### src/hw/dcc_defines.svh
// Register offsets, field positions, reset values of the comparator control
`ifndef DCC_DEFINES_SVH
`define DCC_DEFINES_SVH

// ----------------------------------------------------------------
// Register byte offsets
// ----------------------------------------------------------------
`define DCC_OFF_CTRL_ONE 8'h00
`define DCC_OFF_CTRL_TWO 8'h04
`define DCC_OFF_RESULT 8'h08
`define DCC_OFF_FLAG 8'h0c
`define DCC_OFF_FLAG_CLR 8'h10
`define DCC_OFF_FLAG_EN 8'h14
`define DCC_OFF_FLAG_SET 8'h18

// ----------------------------------------------------------------
// Control field positions
// ----------------------------------------------------------------
`define DCC_ON_BIT 7
`define DCC_PIN_OE_BIT 6
`define DCC_INV_BIT 5
`define DCC_EDGE_HI 4
`define DCC_EDGE_LO 3
`define DCC_PLUS_BIT 2
`define DCC_MINUS_HI 1
`define DCC_MINUS_LO 0

// ----------------------------------------------------------------
// Status field positions and reset values
// ----------------------------------------------------------------
`define DCC_RES_TWO_BIT 7
`define DCC_RES_ONE_BIT 6
`define DCC_CTRL_RST 8'h1f
`define DCC_FLAG_RST 2'h0
`define DCC_FLAG_EN_RST 2'h0

`endif

### src/hw/dcc_pkg.sv
// Types shared by the dual comparator control block
package dcc_pkg;
    typedef enum logic [1:0] {
        DCC_EDGE_OFF = 2'h0,
        DCC_EDGE_RISE = 2'h1,
        DCC_EDGE_FALL = 2'h2,
        DCC_EDGE_ANY = 2'h3
    } dcc_edge_t;

    typedef enum logic [1:0] {
        DCC_RESP_OKAY = 2'h0,
        DCC_RESP_SLVERR = 2'h2
    } dcc_resp_t;

    typedef enum logic [2:0] {
        DCC_SEL_CTRL_ONE = 3'h0,
        DCC_SEL_CTRL_TWO = 3'h1,
        DCC_SEL_RESULT = 3'h2,
        DCC_SEL_FLAG = 3'h3,
        DCC_SEL_FLAG_CLR = 3'h4,
        DCC_SEL_FLAG_EN = 3'h5,
        DCC_SEL_FLAG_SET = 3'h6,
        DCC_SEL_NONE = 3'h7
    } dcc_sel_t;
endpackage

### src/hw/dcc_top.sv
// Dual comparator control and status logic with an AXI4-Lite slave
`timescale 1ns/1ps
`include "dcc_defines.svh"

// Operation
// - Control bit 7 powers its comparator on when set, off when cleared.
// - Control bit 6 drives the polarised result onto the result pin while bit 7 is set.
// - Bit 5 inverts result before status bit, pin output and edge detection.
// - Edge select: 11 any change, 10 falling, 01 rising, 00 none.
// - Writing edge select 11 sets the event flag; software clears it.
// - Bit 2 picks ladder reference for plus input, else pin A input.
// - Minus select: 11 bandgap, 10 second B, 01 own C, 00 first B.
// - Status bit 7 shows result two, bit 6 result one, read-only.
// - Status reads 1 when plus exceeds minus, reversed when inverted.
// - Status bits 4 to 0 always read zero.
// - Raw comparator output is high when plus input is above minus.
// - Edge select 00 keeps the event flag clear whatever the output does.
// - Writing 1 sets a flag as simulated event; flags stay set until cleared.
module dcc_top #(
    parameter int ADDR_W = 8
) (
    // Clock and reset
    input logic aclk,
    input logic aresetn,
    // AXI4-Lite write address
    input logic [ADDR_W-1:0] s_axi_awaddr,
    input logic [2:0] s_axi_awprot,
    input logic s_axi_awvalid,
    output logic s_axi_awready,
    // AXI4-Lite write data
    input logic [31:0] s_axi_wdata,
    input logic [3:0] s_axi_wstrb,
    input logic s_axi_wvalid,
    output logic s_axi_wready,
    // AXI4-Lite write response
    output dcc_pkg::dcc_resp_t s_axi_bresp,
    output logic s_axi_bvalid,
    input logic s_axi_bready,
    // AXI4-Lite read address
    input logic [ADDR_W-1:0] s_axi_araddr,
    input logic [2:0] s_axi_arprot,
    input logic s_axi_arvalid,
    output logic s_axi_arready,
    // AXI4-Lite read data
    output logic [31:0] s_axi_rdata,
    output dcc_pkg::dcc_resp_t s_axi_rresp,
    output logic s_axi_rvalid,
    input logic s_axi_rready,
    // Analog comparators, index 0 is comparator one
    input logic [1:0] cmp_raw,
    output logic [1:0] cmp_on,
    output logic [1:0] plus_input_select,
    output logic [1:0] minus_input_select_one,
    output logic [1:0] minus_input_select_two,
    // Result pins
    output logic [1:0] result_pin,
    output logic [1:0] result_pin_oe,
    // Interrupt
    output logic irq
);
    import dcc_pkg::*;

    // ----------------------------------------------------------------
    // Helpers
    // ----------------------------------------------------------------
    function automatic dcc_sel_t addr_sel(input logic [ADDR_W-1:0] a);
        logic [7:0] lo;
        lo = a[7:0];
        // A shift keeps this legal when the address is only eight bits wide
        if ((a >> 8) != '0)
            return DCC_SEL_NONE;
        case (lo)
            `DCC_OFF_CTRL_ONE: return DCC_SEL_CTRL_ONE;
            `DCC_OFF_CTRL_TWO: return DCC_SEL_CTRL_TWO;
            `DCC_OFF_RESULT: return DCC_SEL_RESULT;
            `DCC_OFF_FLAG: return DCC_SEL_FLAG;
            `DCC_OFF_FLAG_CLR: return DCC_SEL_FLAG_CLR;
            `DCC_OFF_FLAG_EN: return DCC_SEL_FLAG_EN;
            `DCC_OFF_FLAG_SET: return DCC_SEL_FLAG_SET;
            default: return DCC_SEL_NONE;
        endcase
    endfunction

    function automatic logic edge_hit(input dcc_edge_t mode,
                                      input logic was, input logic now);
        case (mode)
            DCC_EDGE_RISE: return ~was & now;
            DCC_EDGE_FALL: return was & ~now;
            DCC_EDGE_ANY: return was ^ now;
            default: return 1'b0;
        endcase
    endfunction

    // ----------------------------------------------------------------
    // State
    // ----------------------------------------------------------------
    logic [7:0] ctrl_r [2];
    logic [1:0] sync1_r, sync2_r, res_r, prev_r, flag_r, flag_en_r;
    logic [1:0] evt, flag_set, flag_clr;
    logic aw_held_r, w_held_r, wr_go, wr_lane_r;
    logic [ADDR_W-1:0] waddr_r;
    logic [7:0] wdata_r;
    dcc_sel_t wsel, rsel;
    logic [31:0] rd_mux;

    assign wr_go = aw_held_r & w_held_r & ~s_axi_bvalid;
    assign wsel = addr_sel(waddr_r);
    assign rsel = addr_sel(s_axi_araddr);

    // ----------------------------------------------------------------
    // Write channels: address and data taken in either order
    // ----------------------------------------------------------------
    always_ff @(posedge aclk) begin
        if (!aresetn) begin
            s_axi_awready <= 1'b0;
            aw_held_r <= 1'b0;
            waddr_r <= '0;
        end else if (s_axi_awvalid && s_axi_awready) begin
            s_axi_awready <= 1'b0;
            aw_held_r <= 1'b1;
            waddr_r <= s_axi_awaddr;
        end else begin
            if (wr_go)
                aw_held_r <= 1'b0;
            s_axi_awready <= ~aw_held_r & ~s_axi_bvalid;
        end
    end

    always_ff @(posedge aclk) begin
        if (!aresetn) begin
            s_axi_wready <= 1'b0;
            w_held_r <= 1'b0;
            wdata_r <= 8'h00;
            wr_lane_r <= 1'b0;
        end else if (s_axi_wvalid && s_axi_wready) begin
            s_axi_wready <= 1'b0;
            w_held_r <= 1'b1;
            wdata_r <= s_axi_wdata[7:0];
            wr_lane_r <= s_axi_wstrb[0];
        end else begin
            if (wr_go)
                w_held_r <= 1'b0;
            s_axi_wready <= ~w_held_r & ~s_axi_bvalid;
        end
    end

    always_ff @(posedge aclk) begin
        if (!aresetn) begin
            s_axi_bvalid <= 1'b0;
            s_axi_bresp <= DCC_RESP_OKAY;
        end else if (wr_go) begin
            s_axi_bvalid <= 1'b1;
            s_axi_bresp <= (wsel == DCC_SEL_NONE) ? DCC_RESP_SLVERR
                                                  : DCC_RESP_OKAY;
        end else if (s_axi_bready) begin
            s_axi_bvalid <= 1'b0;
        end
    end

    // ----------------------------------------------------------------
    // Control registers
    // ----------------------------------------------------------------
    always_ff @(posedge aclk) begin
        if (!aresetn) begin
            ctrl_r[0] <= `DCC_CTRL_RST;
            ctrl_r[1] <= `DCC_CTRL_RST;
        end else if (wr_go && wr_lane_r) begin
            if (wsel == DCC_SEL_CTRL_ONE)
                ctrl_r[0] <= wdata_r;
            if (wsel == DCC_SEL_CTRL_TWO)
                ctrl_r[1] <= wdata_r;
        end
    end

    always_ff @(posedge aclk) begin
        if (!aresetn)
            flag_en_r <= `DCC_FLAG_EN_RST;
        else if (wr_go && wr_lane_r && wsel == DCC_SEL_FLAG_EN)
            flag_en_r <= wdata_r[1:0];
    end

    // ----------------------------------------------------------------
    // Result path: the raw outputs are asynchronous to aclk
    // ----------------------------------------------------------------
    always_ff @(posedge aclk) begin
        if (!aresetn) begin
            sync1_r <= 2'h0;
            sync2_r <= 2'h0;
        end else begin
            sync1_r <= cmp_raw;
            sync2_r <= sync1_r;
        end
    end

    // A powered-down comparator output is meaningless, so it is forced low before the invert bit is applied
    always_ff @(posedge aclk) begin
        if (!aresetn) begin
            res_r <= 2'h0;
            prev_r <= 2'h0;
        end else begin
            for (int i = 0; i < 2; i++) begin
                res_r[i] <= (sync2_r[i] & ctrl_r[i][`DCC_ON_BIT])
                            ^ ctrl_r[i][`DCC_INV_BIT];
            end
            prev_r <= res_r;
        end
    end

    // ----------------------------------------------------------------
    // Event flags: hardware set wins over a clear in the same cycle
    // ----------------------------------------------------------------
    always_comb begin
        for (int i = 0; i < 2; i++) begin
            evt[i] = ctrl_r[i][`DCC_ON_BIT]
                     & edge_hit(dcc_edge_t'(ctrl_r[i][4:3]),
                                prev_r[i], res_r[i]);
            flag_set[i] = evt[i]
                | (wr_go && wr_lane_r && wsel == DCC_SEL_FLAG_SET
                   && wdata_r[i])
                | (wr_go && wr_lane_r
                   && wsel == ((i == 0) ? DCC_SEL_CTRL_ONE : DCC_SEL_CTRL_TWO)
                   && wdata_r[`DCC_EDGE_HI:`DCC_EDGE_LO] == DCC_EDGE_ANY);
            flag_clr[i] = wr_go && wr_lane_r && wsel == DCC_SEL_FLAG_CLR
                          && wdata_r[i];
        end
    end

    always_ff @(posedge aclk) begin
        if (!aresetn)
            flag_r <= `DCC_FLAG_RST;
        else
            flag_r <= flag_set | (flag_r & ~flag_clr);
    end

    always_ff @(posedge aclk) begin
        if (!aresetn)
            irq <= 1'b0;
        else
            irq <= |(flag_r & flag_en_r);
    end

    // ----------------------------------------------------------------
    // Analog and pin controls
    // ----------------------------------------------------------------
    always_comb begin
        for (int i = 0; i < 2; i++) begin
            cmp_on[i] = ctrl_r[i][`DCC_ON_BIT];
            plus_input_select[i] = ctrl_r[i][`DCC_PLUS_BIT];
        end
        minus_input_select_one = ctrl_r[0][1:0];
        minus_input_select_two = ctrl_r[1][1:0];
    end

    always_ff @(posedge aclk) begin
        if (!aresetn) begin
            result_pin <= 2'h0;
            result_pin_oe <= 2'h0;
        end else begin
            for (int i = 0; i < 2; i++) begin
                result_pin[i] <= res_r[i];
                result_pin_oe[i] <= ctrl_r[i][`DCC_ON_BIT]
                                    & ctrl_r[i][`DCC_PIN_OE_BIT];
            end
        end
    end

    // ----------------------------------------------------------------
    // Read channel
    // ----------------------------------------------------------------
    always_comb begin
        rd_mux = 32'h0000_0000;
        case (rsel)
            DCC_SEL_CTRL_ONE: rd_mux[7:0] = ctrl_r[0];
            DCC_SEL_CTRL_TWO: rd_mux[7:0] = ctrl_r[1];
            DCC_SEL_RESULT: begin
                rd_mux[`DCC_RES_TWO_BIT] = res_r[1];
                rd_mux[`DCC_RES_ONE_BIT] = res_r[0];
            end
            DCC_SEL_FLAG: rd_mux[1:0] = flag_r;
            DCC_SEL_FLAG_EN: rd_mux[1:0] = flag_en_r;
            default: rd_mux = 32'h0000_0000;
        endcase
    end

    always_ff @(posedge aclk) begin
        if (!aresetn) begin
            s_axi_arready <= 1'b0;
            s_axi_rvalid <= 1'b0;
            s_axi_rdata <= 32'h0000_0000;
            s_axi_rresp <= DCC_RESP_OKAY;
        end else if (s_axi_arvalid && s_axi_arready) begin
            s_axi_arready <= 1'b0;
            s_axi_rvalid <= 1'b1;
            s_axi_rdata <= rd_mux;
            s_axi_rresp <= (rsel == DCC_SEL_NONE) ? DCC_RESP_SLVERR
                                                  : DCC_RESP_OKAY;
        end else if (s_axi_rvalid) begin
            if (s_axi_rready)
                s_axi_rvalid <= 1'b0;
        end else begin
            s_axi_arready <= 1'b1;
        end
    end

    logic rd_res_r;
    always_ff @(posedge aclk) begin
        if (!aresetn)
            rd_res_r <= 1'b0;
        else if (s_axi_arvalid && s_axi_arready)
            rd_res_r <= (rsel == DCC_SEL_RESULT);
    end
endmodule // dcc_top

### config.mk
export PLATFORM = sky130hd
export DESIGN_NAME = dcc_top
export DESIGN_NICKNAME = d
export VERILOG_FILES = /design/src/hw/dcc_pkg.sv /design/src/hw/dcc_top.sv
export VERILOG_INCLUDE_DIRS = /design/src /design/src/hw
export SDC_FILE = /design/constraint.sdc
export NUM_CORES = 1
export LEC_CHECK = 0
export ABC_AREA = 1
export BUFFER_PORTS_ARGS = -buffer_cell sky130_fd_sc_hd__clkbuf_2
export CAP_MARGIN = 20
export CORE_ASPECT_RATIO = 1.2
export CORE_MARGIN = 3
export CORE_UTILIZATION = 45
export DETAILED_ROUTE_END_ITERATION = 6
export PLACE_DENSITY = 0.72
export SETUP_SLACK_MARGIN = 0.15
export SLEW_MARGIN = 10
export SYNTH_ARGS = -nofsm -noshare
export SYNTH_HDL_FRONTEND = slang
export SYNTH_SLANG_ARGS = --single-unit
### constraint.sdc
create_clock -name aclk -period 1.75 [get_ports aclk]
set_input_delay 0.0875 -clock aclk [delete_from_list [all_inputs] [get_ports aclk]]
set_output_delay 0.0875 -clock aclk [all_outputs]
set_load 0.01 [all_outputs]
==> qor.tcl <==
set qor(clock-sinks) 65
set qor(worst_path_most_repeated_cell) {nand3_2}
set qor(grt_setup_unrepaired) {true}
set qor(final_number_of_hold_violating_endpoints) 0
set qor(synthToLayoutAreaGrowth_pct) 19.1
set qor(routed_via_density) 4.61
set qor(worst-endpoint-required_ns) 1.84
set qor(cts_tree) {done}
set qor(family_of_cells_with_the_greatest_summed_delay_on_the_critical_path) {simple AND/OR/NAND/NOR gates}
set qor(p_switching_w) 0.000842
set qor(cts.reportedPaths.clkPinSlew_ns) 0.07
set qor(maximum_capacitance_violations) 0
set qor(dr.pass1.iters) 4
set qor(dr_vias) 2376
set qor(detail_route.wl_per_cell_um) 11.4
set qor(ant_nets) 0
set qor(crit_path_start_kind) {register}
set qor(syn_avg_cell_area_um2) 8.19
set qor(r2r_slack_ns) 0.22
set qor(clockRootBuffer) {clkbuf_8}
set qor(clk-insertion-delay-late_ns) 0.34
set qor(worst_hold_path_type) {in2reg}
set qor(crit_path_top_delay_cell) {dfxtp_1}
set qor(synthesis.instances) 360
set qor(placement.io_buffers) 61
set qor(finalNetCount) 499
set qor(worst_pin_slew_ns) 0.666
set qor(rr_endpoint) {ctrl_r[0][11]}
set qor(htree_num_levels) 3
set qor(ys.flop_type) {dfxtp_1}
set qor(post_synth_edffs) 16
set qor(fp.dieH_um) 94.7
set qor(postSynthRegisterBits) 65
set qor(drc_violation_count_after_routing) 0
set qor(drive_above_1_share) 0.222
set qor(fin_setup_tns_ns) 0
set qor(detail_route.iter0.violations) 98
set qor(internal_power_w) 0.00248
set qor(synth_cell_types) 27
set qor(cell_count_along_the_critical_path) 5
set qor(layout.core_utilization) 0.566
set qor(critical_path.startpoint) {waddr_r[7]}
set qor(post-layout-total-power_w) 0.00333
set qor(min_period_over_period) 0.873
set qor(timing.hold.worst.start) {s_axi_awaddr[5]}
set qor(cpPeakStageDelay_ns) 0.33
set qor(maximum_buffer_depth_of_the_clock_tree) 2
set qor(synth-warning-count) 0
set qor(io_pins) 121
set qor(core_region_area_um2) 6210
set qor(critical_path.n_buffers_inverters) 0
set qor(finalCriticalPeriod_ns) 1.53
set qor(die_w_um) 79.9
set qor(antenna-diode-count) 0
set qor(reg_to_reg_start) {waddr_r[7]}
set qor(grt_pass1_vias) 2043
set qor(drt-total-wl_um) 5860
set qor(power_density_nw_per_um2) 947
set qor(synth_async_sr_flop_share) 0
set qor(pin_count_of_the_biggest_net_entering_global_routing) 21
set qor(holdWs_ns) 0.0229
set qor(irDropWorstVdd_uv) 614
set qor(swShare) 0.253
set qor(grt_usage) 0.164
set qor(crit_path_end) {ctrl_r[0][11]}
set qor(worstSetupEndpointType) {register}
set qor(synth-seq-area-share) 0.496
set qor(power.static_leakage_nw) 1.59
set qor(placedCellCount) 488
set qor(cp_max_fo) 7
set qor(gp_congestion) 0.814
set qor(crit_chain) {nor3_4 > nand3_2 > nor3_2 > nand3_2 > or2_1}
set qor(post_layout_nonfiller_instances) 515
set qor(grt.overflow.total) 0
set qor(clock_buffers_created_by_tritoncts) 9
set qor(rows) 31
set qor(max_freq_ghz) 0.655
set qor(p_comb_frac) 0.101
set qor(finalSetupViolations) 0
set qor(initial_antenna_violation_count) 0
set qor(arrival_worst_endpoint_ns) 1.61
set qor(floorplan.initialDensity) 0.475
set qor(syn_area_um2) 2950
set qor(drv_slew) 0
set qor(status) {finished clean}
set qor(sequentialPowerShare) 0.494
set qor(slew-limit-headroom) 0.556
set qor(power.share.clock) 0.404
set qor(grt_pass1_wl_um) 9380
set qor(critPathKind) {reg2reg}
set qor(die-area_um2) 7560
set qor(hpwlAfterDp_um) 4190
set qor(cell_depth_of_the_worst_flop_to_flop_path) 5
set qor(clock_skew_ns) 0.00763
cells in the mapped netlist, types with 2 or more instances:
library cell	number	share of area
inv_1	43	0.055
a21oi_1	33	0.056
clkbuf_1	8	0.010
dfxtp_1	49	0.33
nand2_1	59	0.075
nor4_1	2	0.0042
nand3_1	22	0.037
nor2_1	33	0.042
edfxtp_1	16	0.16
xor2_1	2	0.0059
o21ai_1	2	0.0034
ha_1	4	0.017
o211ai_1	5	0.013
nand3_2	2	0.0068
nand4_1	5	0.011
inv_2	3	0.0038
clkinv_1	2	0.0025
nor2_2	2	0.0042
nor2_4	3	0.011
buf_4	34	0.087
or2_1	3	0.0064
o21ai_0	23	0.039
power by group through the flow:
stage,registers [W],clock network (W),logic [W]
floorplan,0.00168,0,0.000250
global placement,0.00167,0,0.000305
detailed placement,0.00168,0,0.000311
CTS,0.00164,0.00137,0.000329
global route,0.00165,0.00145,0.000387
finish,0.00164,0.00134,0.000337
final cells by class:
type	instances	area (um^2)
tap	82	103
inverter	48	180
sequential	65	1460
fill	567	2690
clock buffer	11	153
multi-input combinational	230	1130
timing repair buffer	74	425
clock inverter	5	61.3
registers in the layout, indices dropped and copies added (netlist names), 8 cells and up:
signal,count
ctrl_r,16
s_axi_rdata,8
waddr_r,8
wdata_r,8
cell families after synthesis:
family | Yosys count | share of synthesized area
AOI/OAI and AO/OA | 64 | 0.114
xor gates and xnor gates | 2 | 0.00594
and+or+nand+nor | 134 | 0.209
buffers and inverters | 90 | 0.158
other | 1 | 0.00127
adders and majority gates | 4 | 0.0170
DFF | 65 | 0.496
worst reg2reg max path: stages, from the launching register on:
cell and delay, ns:
dfxtp_1 0.33, nor3_4 0.23, nand3_2 0.12, nor3_2 0.13, nand3_2 0.17, or2_1 0.29
worst min path at each step:
| stage | depth (start not counted) | end | slack, ns |
|---|---|---|---|
| after floorplan | 2 | sync1_r[0] | 0.19 |
| after global placement | 3 | sync1_r[0] | 0.27 |
| after detailed placement | 3 | sync1_r[0] | 0.27 |
| after CTS | 3 | waddr_r[7] | 0.01 |
| after global routing | 3 | wdata_r[7] | 0.02 |
| final | 3 | waddr_r[5] | 0.02 |
per-layer routing:
layer	track usage	wire [um]	vias up
met4	0.0761	143	0
met3	0.0582	469	10
met1	0.202	2470	1034
li1	-	-	1239
met2	0.255	2770	93
met5	0	0	-
cell usage in the layout (no fill, tap or decap), types with 3 or more instances in the layout:
cell	count
or2_1	3
nor2_1	33
nand2_1	57
o211ai_1	5
ha_1	4
a21oi_1	33
conb_1	26
inv_1	43
clkbuf_8	9
nor2_4	4
nand3_1	22
o21ai_0	23
dfxtp_1	47
dlygate4sd3_1	9
inv_2	3
nand4_1	5
buf_4	4
clkbuf_2	61
edfxtp_1	16
stage by stage:
step | setup slack (ns) | instance area (um^2)
final | 0.223 | 3510
after detailed placement | 0.205 | 3180
after floorplan | 0.396 | 3040
after global routing | 0.145 | 3510
after global placement | 0.215 | 3180
after CTS | 0.191 | 3480
repair_timing:
item | 4_1_cts | 5_1_grt
endpoints found under the hold margin | 9 | 0
setup buffers | 0 | 2
resized for setup | 0 | 5
endpoints found under the setup margin | 0 | 22
hold buffers | 9 | 0
No activity file was read; power rests on OpenSTA's default activity.
